### config.mk
export PLATFORM = sky130hd
export DESIGN_NAME = dsc_clock_top
export DESIGN_NICKNAME = d
export VERILOG_FILES = /design/src/core/dsc_pkg.sv /design/src/core/dsc_if.sv /design/src/core/dsc_phase_gen.sv /design/src/core/dsc_clock_top.sv
export VERILOG_INCLUDE_DIRS = /design/src /design/src/core
export SDC_FILE = /design/constraint.sdc
export NUM_CORES = 1
export LEC_CHECK = 0
export BUFFER_PORTS_ARGS = -buffer_cell sky130_fd_sc_hd__buf_2
export CORE_UTILIZATION = 39
export CTS_CLUSTER_SIZE = 8
export DETAILED_ROUTE_END_ITERATION = 16
export GPL_TIMING_DRIVEN = 0
export HOLD_SLACK_MARGIN = 0.1
export PLACE_DENSITY = 0.73
export SLEW_MARGIN = 10
export SYNTH_ARGS = -nofsm -noshare
export SYNTH_HDL_FRONTEND = slang
export SYNTH_SLANG_ARGS = --single-unit
export TNS_END_PERCENT = 1
### constraint.sdc
create_clock -name clk -period 0.8 [get_ports clk]
set_clock_uncertainty 0.1 [all_clocks]
set_input_delay 0 -clock clk [delete_from_list [all_inputs] [get_ports clk]]
set_output_delay 0 -clock clk [all_outputs]
set_load 0.01 [all_outputs]
### src/core/dsc_map.svh
/*
 * Constants of the double speed clock and bus strobe block: field positions,
 * reset values and cycle counts.
 * Assumes it is included by bare name from the package only; the design modules use its macros without including it.
 */
`ifndef DSC_MAP_SVH
`define DSC_MAP_SVH

`define DSC_X2_BIT          0
`define DSC_X2_RESET        1'h0
`define DSC_LATCH_OFF_BIT   0
`define DSC_STD_CLKS        12
`define DSC_X2_CLKS         6
`define DSC_GAP_W           4
`define DSC_INT_CODE_TOP    16'h3FFF
`define DSC_EA_RESET        1'h1
`define DSC_SYNC_RESET      3'h2

`endif

### src/core/dsc_pkg.sv
/*
 * Types of the double speed clock and bus strobe block.
 * Assumes dsc_map.svh is on the include path.
 */
package dsc_pkg;
    `include "dsc_map.svh"

    // six states per machine cycle, one bit changing per step except S6 back to S1
    typedef enum logic [2:0] {
        DSC_S1 = 3'h0,
        DSC_S2 = 3'h1,
        DSC_S3 = 3'h3,
        DSC_S4 = 3'h2,
        DSC_S5 = 3'h6,
        DSC_S6 = 3'h7
    } dsc_phase_type;

    typedef struct packed {
        logic                  div_q;
        logic                  x2_q;
        dsc_phase_type         ph_q;
        logic [`DSC_GAP_W-1:0] gap_q;
        logic                  steady_q;
    } dsc_gen_type;

    typedef struct packed {
        logic [2:0] ea_sync_q;
        logic       ea_latched_q;
        logic       ea_caught_q;
        logic       movx_q;
        logic       ale_q;
        logic       program_fetch_strobe_n_q;
        logic       ext_fetch_q;
        logic       periph_tick_q;
    } dsc_strobe_type;
endpackage : dsc_pkg

### src/core/dsc_if.sv
/*
 * Carrier between the phase generator and the strobe logic.
 * Assumes both ends run on the same crystal clock.
 */
`timescale 1ns/10ps
interface dsc_if;
    import dsc_pkg::*;
    logic          x2_req;
    logic          x2_active;
    logic          tick;
    logic          mc_end;
    dsc_phase_type phase;

    modport gen  (input x2_req, output x2_active, output tick, output mc_end, output phase);
    modport user (output x2_req, input x2_active, input tick, input mc_end, input phase);
endinterface : dsc_if

### src/core/dsc_phase_gen.sv
/*
 * Divide-by-two stage, speed mode latch and six-state phase generator.
 * Assumes clk is the crystal clock and rst_n is already synchronised.
 */
`timescale 1ns/10ps
module dsc_phase_gen
    import dsc_pkg::*;
(
    input  wire logic clk,
    input  wire logic rst_n,
    dsc_if.gen        gi
);
    dsc_gen_type s_q;
    dsc_gen_type s_d;
    logic        tick;

    function automatic dsc_phase_type next_phase(input dsc_phase_type p);
        case (p)
            DSC_S1:  next_phase = DSC_S2;
            DSC_S2:  next_phase = DSC_S3;
            DSC_S3:  next_phase = DSC_S4;
            DSC_S4:  next_phase = DSC_S5;
            DSC_S5:  next_phase = DSC_S6;
            DSC_S6:  next_phase = DSC_S1;
            default: next_phase = DSC_S1;
        endcase
    endfunction : next_phase

    // bypassed divider in double speed, halved rate otherwise
    assign tick = s_q.x2_q | s_q.div_q;

    always_comb begin
        s_d       = s_q;
        s_d.div_q = ~s_q.div_q;
        // mode taken only when the halved clock rises; on leaving double speed the first standard state lasts one clock
        if (!s_q.div_q) begin
            s_d.x2_q = gi.x2_req;
        end
        if (tick) begin
            s_d.ph_q = next_phase(s_q.ph_q);
        end
        // helper for checking: clocks since the last cycle end, mode unchanged
        if (tick && s_q.ph_q == DSC_S6) begin
            s_d.gap_q    = '0;
            s_d.steady_q = 1'b1;
        end else begin
            s_d.gap_q = s_q.gap_q + `DSC_GAP_W'(1);
            if (s_d.x2_q != s_q.x2_q) begin
                s_d.steady_q = 1'b0;
            end
        end
    end

    always_ff @(posedge clk or negedge rst_n) begin
        if (!rst_n) begin
            s_q <= '{div_q: 1'b0, x2_q: `DSC_X2_RESET, ph_q: DSC_S1,
                     gap_q: '0, steady_q: 1'b0};
        end else begin
            s_q <= s_d;
        end
    end

    assign gi.x2_active = s_q.x2_q;
    assign gi.tick      = tick;
    assign gi.phase     = s_q.ph_q;
    assign gi.mc_end    = tick && s_q.ph_q == DSC_S6;

    AST_STD_CYCLE: assert property (@(posedge clk) disable iff (!rst_n)
        gi.mc_end && s_q.steady_q && !s_q.x2_q |-> s_q.gap_q == `DSC_GAP_W'(`DSC_STD_CLKS - 1))
        else $error("standard machine cycle is not 12 clocks");

    AST_X2_CYCLE: assert property (@(posedge clk) disable iff (!rst_n)
        gi.mc_end && s_q.steady_q && s_q.x2_q |-> s_q.gap_q == `DSC_GAP_W'(`DSC_X2_CLKS - 1))
        else $error("double speed machine cycle is not 6 clocks");

    AST_SWITCH_EDGE: assert property (@(posedge clk) disable iff (!rst_n)
        $changed(s_q.x2_q) |-> s_q.div_q && !$past(s_q.div_q))
        else $error("speed mode changed off the halved clock rising edge");

    AST_HALF_RATE: assert property (@(posedge clk) disable iff (!rst_n)
        tick && !s_q.x2_q |=> !tick)
        else $error("phase ticks back to back in standard mode");
endmodule : dsc_phase_gen

### src/core/dsc_clock_top.sv
/*
 * Double speed core clock with the external memory strobes.
 * Assumes clk is the crystal clock; the core supplies the speed select,
 * latch suppress, program counter and external data access request as
 * same-clock levels; the external access select pin is asynchronous.
 */
`timescale 1ns/10ps
module dsc_clock_top
    import dsc_pkg::*;
(
    input  wire logic        clk,
    input  wire logic        reset_n,
    input  wire logic        double_speed_select,
    input  wire logic        latch_suppress,
    input  wire logic        ext_data_access,
    input  wire logic [15:0] program_counter,
    input  wire logic        external_access_select,
    input  wire logic        security_level1,
    output logic             address_latch_strobe,
    output logic             program_fetch_strobe_n,
    output logic             external_fetch,
    output logic             core_phase_tick,
    output logic             periph_tick,
    output logic             x2_active
);
    logic           rst_meta_q;
    logic           rst_q;
    dsc_strobe_type s_q;
    dsc_strobe_type s_d;
    logic           ea_level;
    logic           ext_d;
    logic           ale_phase;
    logic           program_fetch_strobe_phase;

    dsc_if gi ();

    // release of reset through two flops, assertion stays asynchronous
    always_ff @(posedge clk or negedge reset_n) begin
        if (!reset_n) begin
            rst_meta_q <= 1'b0;
            rst_q      <= 1'b0;
        end else begin
            rst_meta_q <= 1'b1;
            rst_q      <= rst_meta_q;
        end
    end

    assign gi.x2_req = double_speed_select;

    dsc_phase_gen u_gen (
        .clk   (clk),
        .rst_n (rst_q),
        .gi    (gi.gen)
    );

    // strobes sit in fixed states of the machine cycle
    function automatic logic is_ale_phase(input dsc_phase_type p);
        is_ale_phase = (p == DSC_S1) || (p == DSC_S4);
    endfunction : is_ale_phase

    function automatic logic is_program_fetch_strobe_phase(input dsc_phase_type p);
        is_program_fetch_strobe_phase = (p == DSC_S2) || (p == DSC_S5);
    endfunction : is_program_fetch_strobe_phase

    assign ale_phase  = is_ale_phase(gi.phase);
    assign program_fetch_strobe_phase = is_program_fetch_strobe_phase(gi.phase);

    // pin agrees on stages two and three; stage one feeds stage two only
    // stages reset to disagree, so nothing is caught before the pin has filled stage two
    assign ea_level = (security_level1 && s_q.ea_caught_q) ? s_q.ea_latched_q
                                                          : s_q.ea_sync_q[2];

    // low select means external from 0000H; relies on the board for ROMless parts
    assign ext_d = !ea_level || (program_counter > `DSC_INT_CODE_TOP);

    always_comb begin
        s_d           = s_q;
        s_d.ea_sync_q = {s_q.ea_sync_q[1:0], external_access_select};
        if (!s_q.ea_caught_q && (s_q.ea_sync_q[1] == s_q.ea_sync_q[2])) begin
            s_d.ea_latched_q = s_q.ea_sync_q[2];
            s_d.ea_caught_q  = 1'b1;
        end
        s_d.ext_fetch_q = ext_d;
        // data access request applies to the following machine cycle
        if (gi.mc_end) begin
            s_d.movx_q = ext_data_access;
        end
        // peripherals count machine cycles, so their rate follows the speed
        s_d.periph_tick_q = gi.mc_end;
        // latch pulse: two per cycle, first dropped on a data access cycle
        s_d.ale_q = ale_phase
                  && !(s_q.movx_q && gi.phase == DSC_S1)
                  && !(latch_suppress && !ext_d && !s_q.movx_q);
        // fetch strobe: external code only, both dropped on a data access
        s_d.program_fetch_strobe_n_q = !(program_fetch_strobe_phase && ext_d && !s_q.movx_q);
    end

    always_ff @(posedge clk or negedge rst_q) begin
        if (!rst_q) begin
            s_q <= '{ea_sync_q: `DSC_SYNC_RESET, ea_latched_q: `DSC_EA_RESET,
                     ea_caught_q: 1'b0, movx_q: 1'b0, ale_q: 1'b0, program_fetch_strobe_n_q: 1'b1,
                     ext_fetch_q: 1'b0, periph_tick_q: 1'b0};
        end else begin
            s_q <= s_d;
        end
    end

    assign address_latch_strobe   = s_q.ale_q;
    assign program_fetch_strobe_n = s_q.program_fetch_strobe_n_q;
    assign external_fetch         = s_q.ext_fetch_q;
    assign periph_tick            = s_q.periph_tick_q;
    assign core_phase_tick        = gi.tick;
    assign x2_active              = gi.x2_active;

    AST_NO_PROGRAM_FETCH_STROBE_INTERNAL: assert property (@(posedge clk) disable iff (!rst_q)
        !program_fetch_strobe_n |-> $past(ext_d))
        else $error("fetch strobe active on an internal fetch");

    AST_PROGRAM_FETCH_STROBE_MOVX_SKIP: assert property (@(posedge clk) disable iff (!rst_q)
        $past(s_q.movx_q) |-> program_fetch_strobe_n)
        else $error("fetch strobe active during a data access cycle");

    AST_ALE_SUPPRESS: assert property (@(posedge clk) disable iff (!rst_q)
        $past(latch_suppress && !ext_d && !s_q.movx_q) |-> !address_latch_strobe)
        else $error("latch strobe active while suppressed");

    AST_ALE_MOVX_ONE: assert property (@(posedge clk) disable iff (!rst_q)
        address_latch_strobe && $past(s_q.movx_q) |-> $past(gi.phase) == DSC_S4)
        else $error("wrong latch pulse omitted on a data access");

    AST_ALE_PHASE: assert property (@(posedge clk) disable iff (!rst_q)
        $past(gi.tick && gi.phase == DSC_S6 && !latch_suppress && !ext_data_access)
        |-> ##[0:2] address_latch_strobe)
        else $error("latch strobe missing at start of machine cycle");

    AST_PERIPH_TICK: assert property (@(posedge clk) disable iff (!rst_q)
        periph_tick |-> $past(gi.phase) == DSC_S6 && $past(gi.tick) ##1 !periph_tick)
        else $error("peripheral tick not tied to machine cycle end");

    AST_EA_HOLD: assert property (@(posedge clk) disable iff (!rst_q)
        s_q.ea_caught_q |=> $stable(s_q.ea_latched_q))
        else $error("latched access select changed after capture");
endmodule : dsc_clock_top

==> results.py, run 1 <==
metrics = {
    "outcome": {
        "run_status": "complete, but fails checks",
        "violations": "negative hold slack, negative setup slack",
    },
    "global_route": {
        "track_usage": 0.1339,
        "global_route_wire_length_before_repair_microns": 1683,
        "grt_overflow": 0,
        "largest_net_degree_at_the_start_of_global_routing": 16,
        "grt_pass1_vias": 437,
        "grt_antenna_before_repair": 0,
    },
    "die": {
        "die-area_sq_mm": 0.001809,
        "row_count": 14,
        "die_x_microns": 42.53,
        "boundaryPins": 29,
        "die_height_microns": 42.53,
        "starting_density_of_the_core": 0.4204,
        "core-area_sq_mm": 0.001524,
    },
    "timing": {
        "unrepaired_setup_endpoints_after_global_routing": "yes",
        "hold_viol": 5,
        "timing.setup.tns_ns": -3.796,
        "finalCriticalPeriod_ns": 1.232,
        "maxSlewViolCount": 0,
        "clock.fmax_ghz": 0.8119,
        "finalHoldWorstSlack_ns": -0.1727,
        "final-setup-viol-count": 17,
        "min_period_over_period": 1.540,
        "setup_ws_ns": -0.4317,
    },
    "yosys": {
        "area_share_of_the_largest_cell_type_after_synthesis": 0.5469,
        "synthesis.nets": 75,
        "ys_warn_count": 0,
        "synth.top_cells.by_area": "sky130_fd_sc_hd__dfrtp_1 55%, sky130_fd_sc_hd__dfstp_2 12%, sky130_fd_sc_hd__o21ai_0 3.1%, sky130_fd_sc_hd__inv_1 2.3%, sky130_fd_sc_hd__mux2_4 2.3%",
        "synth_seq_cells": 17,
        "post_synth_inst_count": 52,
        "synth_cell_types": 25,
        "synth.yosys.seq_area_share": 0.6699,
        "yosysTopAreaCell": "sky130_fd_sc_hd__dfrtp_1",
        "post_synth.cell_area_avg_sq_um": 12.32,
        "synth_area_sq_um": 640.6,
    },
    "route": {
        "dr.first_iter.drc_count": 3,
        "drt_drc_violations_left": 0,
        "drtAntennaViolNets": 0,
        "post_detailed_route_wirelength_per_cell_microns": 10.75,
        "routed_wl_microns": 1000,
        "first_pass_iters": 4,
        "post_drt_via_cell_ratio": 4.903,
        "via_count": 456,
    },
    "finish": {
        "area_delta_synth_final_pct": 31.05,
        "stdcell_area_sq_um": 839.6,
        "final_layout_size_suffix_gt1_frac": 0.4026,
        "finalNetCount": 101,
        "diodes": 0,
        "finalCoreUtilization": 0.5509,
        "layout.cells.most_common_list": "13 x sky130_fd_sc_hd__dfrtp_1, 13 x sky130_fd_sc_hd__buf_2, 4 x sky130_fd_sc_hd__inv_1, 4 x sky130_fd_sc_hd__dlygate4sd3_1",
    },
    "clocking": {
        "cts_tree": "yes",
        "ctsRootBufferMaster": "sky130_fd_sc_hd__clkbuf_4",
        "cts_sinks": 17,
        "clock_path_buffers": 2,
        "clk_latency_ns": 0.29,
        "clkTransAtPathRegs_ns": 0.09,
        "cts_buffers": 3,
        "cts.htree.levels": 1,
    },
    "worst_setup_path": {
        "crit_buf_inv": 0,
        "worst_setup_path_start_kind": "flip-flop",
        "critical_path.slowest_cell": "sky130_fd_sc_hd__dfstp_2",
        "worstSetupPathType": "reg2reg",
        "timing.critical_path.fanout_max": 3,
        "worst_path_dominant_cell_family": "flip-flops",
        "delay_contributed_by_the_slowest_stage_of_the_critical_path_ns": 0.54,
        "critical_path.endpoint_type": "flip-flop",
        "cp_cell_sequence": "and3_1 -> o21ai_2 -> o31a_1",
        "critical_path_data_required_time_ns": 0.88,
        "crit_path_arrival_time_ns": 1.31,
    },
    "hold_path": {
        "timing.hold.worst.class": "in2reg",
    },
    "pwr": {
        "power.density_mw_per_mm2": 2608,
        "totalPowerFinal_mw": 2.189,
        "power.leakage_nw": 0.3983,
        "vdd.ir_drop.worst_uv": 1126,
    },
    "placement": {
        "gp_congestion": 0.7000,
        "dpl_cell_area_sq_um": 730.7,
        "placement.io_buffers": 14,
        "post-dp-hpwl_microns": 675.2,
    },
    "flow_run": {
        "max_cap_violations": 0,
    },
}
-- final cells by class --
| cell class | count | area [sq um] |
|---|---|---|
| fill | 145 | 684.4 |
| tap | 16 | 20.02 |
| clock buffer | 4 | 26.28 |
| sequential | 17 | 430.4 |
| timing repair buffer | 22 | 150.1 |
| inverter | 4 | 15.01 |
| multi-input combinational | 30 | 197.7 |
-- routing by layer --
metal  share of wire  global-route usage  routed length [microns]  vias up
met1            0.43              0.1282                      426      213
li1                -                   -                        -      218
met3           0.082             0.05172                       82        2
met2            0.47              0.2308                      474       23
met5               0                   0                        0        -
met4           0.017             0.09375                       17        0
-- per-stage QoR --
stage | cells | worst slack, ns
after floorplan | 52 | -0.3863
after global routing | 93 | -0.4691
final | 93 | -0.4317
after global placement | 82 | -0.4256
after CTS | 90 | -0.4362
after detailed placement | 82 | -0.4549
-- worst register-to-register path, stage by stage, from the launching register on --
cell and delay, ns:
sky130_fd_sc_hd__dfstp_2 0.54, sky130_fd_sc_hd__and3_1 0.17, sky130_fd_sc_hd__o21ai_2 0.08, sky130_fd_sc_hd__o31a_1 0.24
-- registers in the layout, indices dropped and copies added, names as in the netlist --
register                flops
address_latch_strobe        1
rst_meta_q                  1
u_gen.gi.x2_active          1
u_gen.gi.phase              3
external_fetch              1
s_q                         4
u_gen.s_q                   1
rst_q                       1
s_d                         2
periph_tick                 1
program_fetch_strobe_n      1
-- synthesized netlist by cell type (all sizes together) --
cell	number
buf	1
mux2	2
nand3b	1
o21ai	7
a31o	1
nor3	1
nand2b	1
nand2	3
nor2b	2
or2	1
o31a	1
inv	4
conb	1
a21boi	1
and3b	1
a21o	1
nor2	4
dfstp	3
dfrtp	14
and3	1
xor2	1
-- path summary, 6_finish.rpt --
check / slack, ns / to / depth (start not counted) / from
max: -0.43 / address_latch_strobe / 3 / s_q[6]
max in group asynchronous: 0.25 / program_fetch_strobe_n / 0 / rst_q
min: -0.17 / external_fetch / 3 / program_counter[14]
min in group asynchronous: 0 / rst_meta_q / 3 / reset_n
max reg2reg: -0.43 / address_latch_strobe / 3 / s_q[6]
min reg2reg: 0.06 / u_gen.gi.phase[1] / 0 / rst_q
-- cells by family after synthesis --
family,Yosys count,synth area share
AO/OA/AOI/OAI,11,0.1113
XOR/XNOR,1,0.01367
buffers and inverters,5,0.03124
flip-flops,17,0.6699
multiplexers,2,0.04101
other,1,0.005854
AND/OR/NAND/NOR,15,0.1270
-- repair_timing --
action,4_1_cts,5_1_grt
gates resized for setup,6,3
hold buffers,3,2
setup buffers,2,1
endpoints found under the setup margin,17,34
pin swaps,5,1
hold endpoints to repair,8,14
-- where the power goes --
part	internal, mW	switching [mW]
Combinational	0.304	0.213
Clock	0.194	0.259
Sequential	1.05	0.172
Note: power is estimated with default switching activity, not from simulation.
==> run 2, diff against run 1 <==
--- a/config.mk
+++ b/config.mk
@@ -6,6 +6,7 @@
 export SDC_FILE = /design/constraint.sdc
 export NUM_CORES = 1
 export LEC_CHECK = 0
+export ABC_AREA = 1
 export BUFFER_PORTS_ARGS = -buffer_cell sky130_fd_sc_hd__buf_2
 export CORE_UTILIZATION = 39
 export CTS_CLUSTER_SIZE = 8
==> results.py, run 2 <==
metrics = {
    "hold_path": {
        "hold-path-cell-count": 3,
        "timing.hold.worst.class": "in2reg",
    },
    "pwr": {
        "p_sw_frac": 0.3417,
        "power.density_mw_per_mm2": 2744,
        "intPower_mw": 1.589,
        "vdd.ir_drop.worst_uv": 1307,
        "power.switching_uw": 824.6,
        "totalPowerFinal_mw": 2.414,
        "power.leakage_nw": 0.4406,
        "power_frac_clock": 0.194,
        "pwr-share-comb": 0.268,
        "pwr-share-seq": 0.538,
    },
    "die": {
        "die-area_sq_mm": 0.001852,
        "core-area_sq_mm": 0.001541,
        "die_x_microns": 43.04,
        "boundaryPins": 29,
        "die_height_microns": 43.04,
        "starting_density_of_the_core": 0.4261,
        "row_count": 14,
    },
    "route": {
        "first_pass_iters": 4,
        "post_drt_via_cell_ratio": 4.505,
        "drtAntennaViolNets": 0,
        "routed_wl_microns": 1032,
        "via_count": 491,
        "dr.first_iter.drc_count": 7,
        "post_detailed_route_wirelength_per_cell_microns": 9.468,
        "drt_drc_violations_left": 0,
    },
    "yosys": {
        "post_synth_inst_count": 68,
        "synth.top_cells.by_area": "sky130_fd_sc_hd__dfrtp_1 53%, sky130_fd_sc_hd__dfstp_2 12%, sky130_fd_sc_hd__nand2_1 9.1%, sky130_fd_sc_hd__inv_1 4.0%, sky130_fd_sc_hd__nor2_1 4.0%",
        "synth-async-reset-ratio": 1.000,
        "number_of_synthesized_flops_with_an_enable_pin": 0,
        "synth_top_cells_by_count": "16 x sky130_fd_sc_hd__nand2_1, 14 x sky130_fd_sc_hd__dfrtp_1, 7 x sky130_fd_sc_hd__inv_1, 7 x sky130_fd_sc_hd__nor2_1, 4 x sky130_fd_sc_hd__nand3_1",
        "synth_cell_types": 14,
        "ys_warn_count": 0,
        "area_share_of_the_largest_cell_type_after_synthesis": 0.5333,
        "synth.yosys.seq_area_share": 0.6533,
        "yosysMostFrequentCell": "sky130_fd_sc_hd__nand2_1",
        "yosysTopAreaCell": "sky130_fd_sc_hd__dfrtp_1",
        "ys.flop_type": "sky130_fd_sc_hd__dfrtp_1",
        "synthesis.nets": 91,
        "synth_area_sq_um": 656.9,
        "post_synth.cell_area_avg_sq_um": 9.660,
        "synth_seq_cells": 17,
    },
    "timing": {
        "clock.fmax_ghz": 0.9135,
        "finalHoldWorstSlack_ns": -0.1836,
        "hold_viol": 3,
        "setup_ws_ns": -0.2946,
        "unrepaired_setup_endpoints_after_global_routing": "yes",
        "min_period_over_period": 1.368,
        "finalCriticalPeriod_ns": 1.095,
        "maxSlewViolCount": 0,
        "final-setup-viol-count": 16,
        "timing.setup.tns_ns": -2.797,
    },
    "worst_setup_path": {
        "crit_path_arrival_time_ns": 0.99,
        "delay_contributed_by_the_slowest_stage_of_the_critical_path_ns": 0.40,
        "cp_cell_sequence": "inv_2 -> nand2_4 -> buf_6",
        "crit_buf_inv": 2,
        "worst_path_dominant_cell_family": "flip-flops",
        "worst_setup_path_start_kind": "flip-flop",
        "worstSetupPathType": "reg2out",
        "critical_path.endpoint_type": "output port",
        "reg2reg_depth": 5,
        "timing.critical_path.fanout_max": 4,
        "critical_path.slowest_cell": "sky130_fd_sc_hd__dfrtp_1",
        "depth_of_the_critical_timing_path_with_buffers_and_inverters_included": 3,
        "critical_path_data_required_time_ns": 0.70,
    },
    "global_route": {
        "grt_most_used_layer": "met2",
        "global_route_wire_length_before_repair_microns": 1814,
        "use_met3": 0.03830,
        "grt_pass1_vias": 466,
        "grt_overflow": 0,
        "groute.layer.met1.usage": 0.1601,
        "largest_net_degree_at_the_start_of_global_routing": 16,
        "track_usage": 0.1371,
        "grt_antenna_before_repair": 0,
        "met2_track_usage_gr": 0.2182,
    },
    "clocking": {
        "cts_tree": "yes",
        "clock_path_buffers": 2,
        "cts_buffers": 3,
        "ctsRootBufferMaster": "sky130_fd_sc_hd__clkbuf_4",
        "ctsHoldBuffers": 5,
        "cts_sinks": 17,
        "clkTransAtPathRegs_ns": 0.11,
        "cts.htree.levels": 1,
        "clk_latency_ns": 0.30,
    },
    "placement": {
        "place_inst": 98,
        "post-dp-hpwl_microns": 707.1,
        "dpl_cell_area_sq_um": 747.0,
        "placement.io_buffers": 14,
        "gp_congestion": 0.7022,
        "placement_setup_slack_ns": -0.2508,
    },
    "finish": {
        "mostFrequentLayoutCell": "sky130_fd_sc_hd__nand2_1",
        "finalNetCount": 117,
        "largest_register_ffs": 4,
        "stdcell_area_sq_um": 879.6,
        "final.fill_count": 144,
        "area_delta_synth_final_pct": 33.90,
        "most_flops_register": "s_q",
        "final_layout_size_suffix_gt1_frac": 0.4194,
        "diodes": 0,
        "stdcell_count": 109,
        "layout.cells.most_common_list": "14 x sky130_fd_sc_hd__nand2_1, 12 x sky130_fd_sc_hd__buf_2, 11 x sky130_fd_sc_hd__dfrtp_1, 7 x sky130_fd_sc_hd__inv_1, 6 x sky130_fd_sc_hd__nor2_1",
    },
    "outcome": {
        "run_status": "complete, but fails checks",
        "violations": "negative hold slack, negative setup slack",
    },
    "flow_run": {
        "max_cap_violations": 0,
    },
}
[run 2: cell count changes after synthesis, moves of 3 or more]
cell | previous run | this run
sky130_fd_sc_hd__a21oi_1 | 0 | 3
sky130_fd_sc_hd__inv_1 | 4 | 7
sky130_fd_sc_hd__inv_2 | 0 | 3
sky130_fd_sc_hd__nand2_1 | 3 | 16
sky130_fd_sc_hd__nand3_1 | 0 | 4
sky130_fd_sc_hd__nor2_1 | 3 | 7
[run 2: layout make-up]
type / instances / area (sq um) / area share
inverter: 10 / 37.54 / 0.04267
sequential: 17 / 432.9 / 0.4922
multi-input combinational: 41 / 211.5 / 0.2404
clock buffer: 3 / 22.52 / 0.02560
clock inverter: 1 / 7.507 / 0.008535
timing repair buffer: 21 / 147.6 / 0.1679
tap: 16 / 20.02 / 0.02276
[run 2: worst register-to-register path, stage by stage, from the launching register on]
cell	delay, ns
sky130_fd_sc_hd__dfstp_2	0.56
sky130_fd_sc_hd__nand3_2	0.08
sky130_fd_sc_hd__nand2_2	0.08
sky130_fd_sc_hd__nand3_1	0.06
sky130_fd_sc_hd__nand2_1	0.06
sky130_fd_sc_hd__inv_1	0.03
[run 2: power groups by stage]
stage	logic [mW]	registers (mW)	clock network, mW
after floorplan	0.402	1.28	0
after global placement	0.551	1.28	0
after detailed placement	0.571	1.29	0
after CTS	0.633	1.28	0.486
after global routing	0.750	1.33	0.527
final	0.648	1.30	0.467
[run 2: stage by stage]
| step | util | hold slack, ns |
|---|---|---|
| after floorplan | - | -0.3956 |
| after global placement | 0.4846 | -0.3126 |
| after detailed placement | 0.4846 | -0.3128 |
| after CTS | 0.5584 | -0.1787 |
| after global routing | 0.5706 | -0.1744 |
| final | 0.5706 | -0.1836 |
[run 2: kinds of logic after synthesis]
group	Yosys count	synth area share
compound gates	8	0.06094
other cells	1	0.005709
buf+inv	10	0.05715
simple gates	32	0.2229
flops	17	0.6533
[run 2: worst paths after layout]
path | from | end | slack [ns]
max | u_gen.s_q[9] | core_phase_tick | -0.29
min | program_counter[14] | external_fetch | -0.18
max reg2reg | s_q[6] | address_latch_strobe | -0.27
min reg2reg | rst_q | s_d[8] | 0.07
max in group asynchronous | reset_n | rst_q | 0.04
min in group asynchronous | rst_q | s_d[8] | 0.07
[run 2: routing by layer]
metal	vias to the layer above	part of all wire	wire length [microns]
li1	260	-	-
met1	212	0.48	491
met2	15	0.45	466
met3	4	0.047	49
met4	0	0.023	24
met5	-	0	0
[run 2: timing repair]
| item | in CTS | in global routing |
|---|---|---|
| gates resized for setup | 6 | 5 |
| setup buffers | 1 | 1 |
| hold endpoints to repair | 15 | 3 |
| endpoints found under the setup margin | 22 | 17 |
| pin swaps | 4 | 1 |
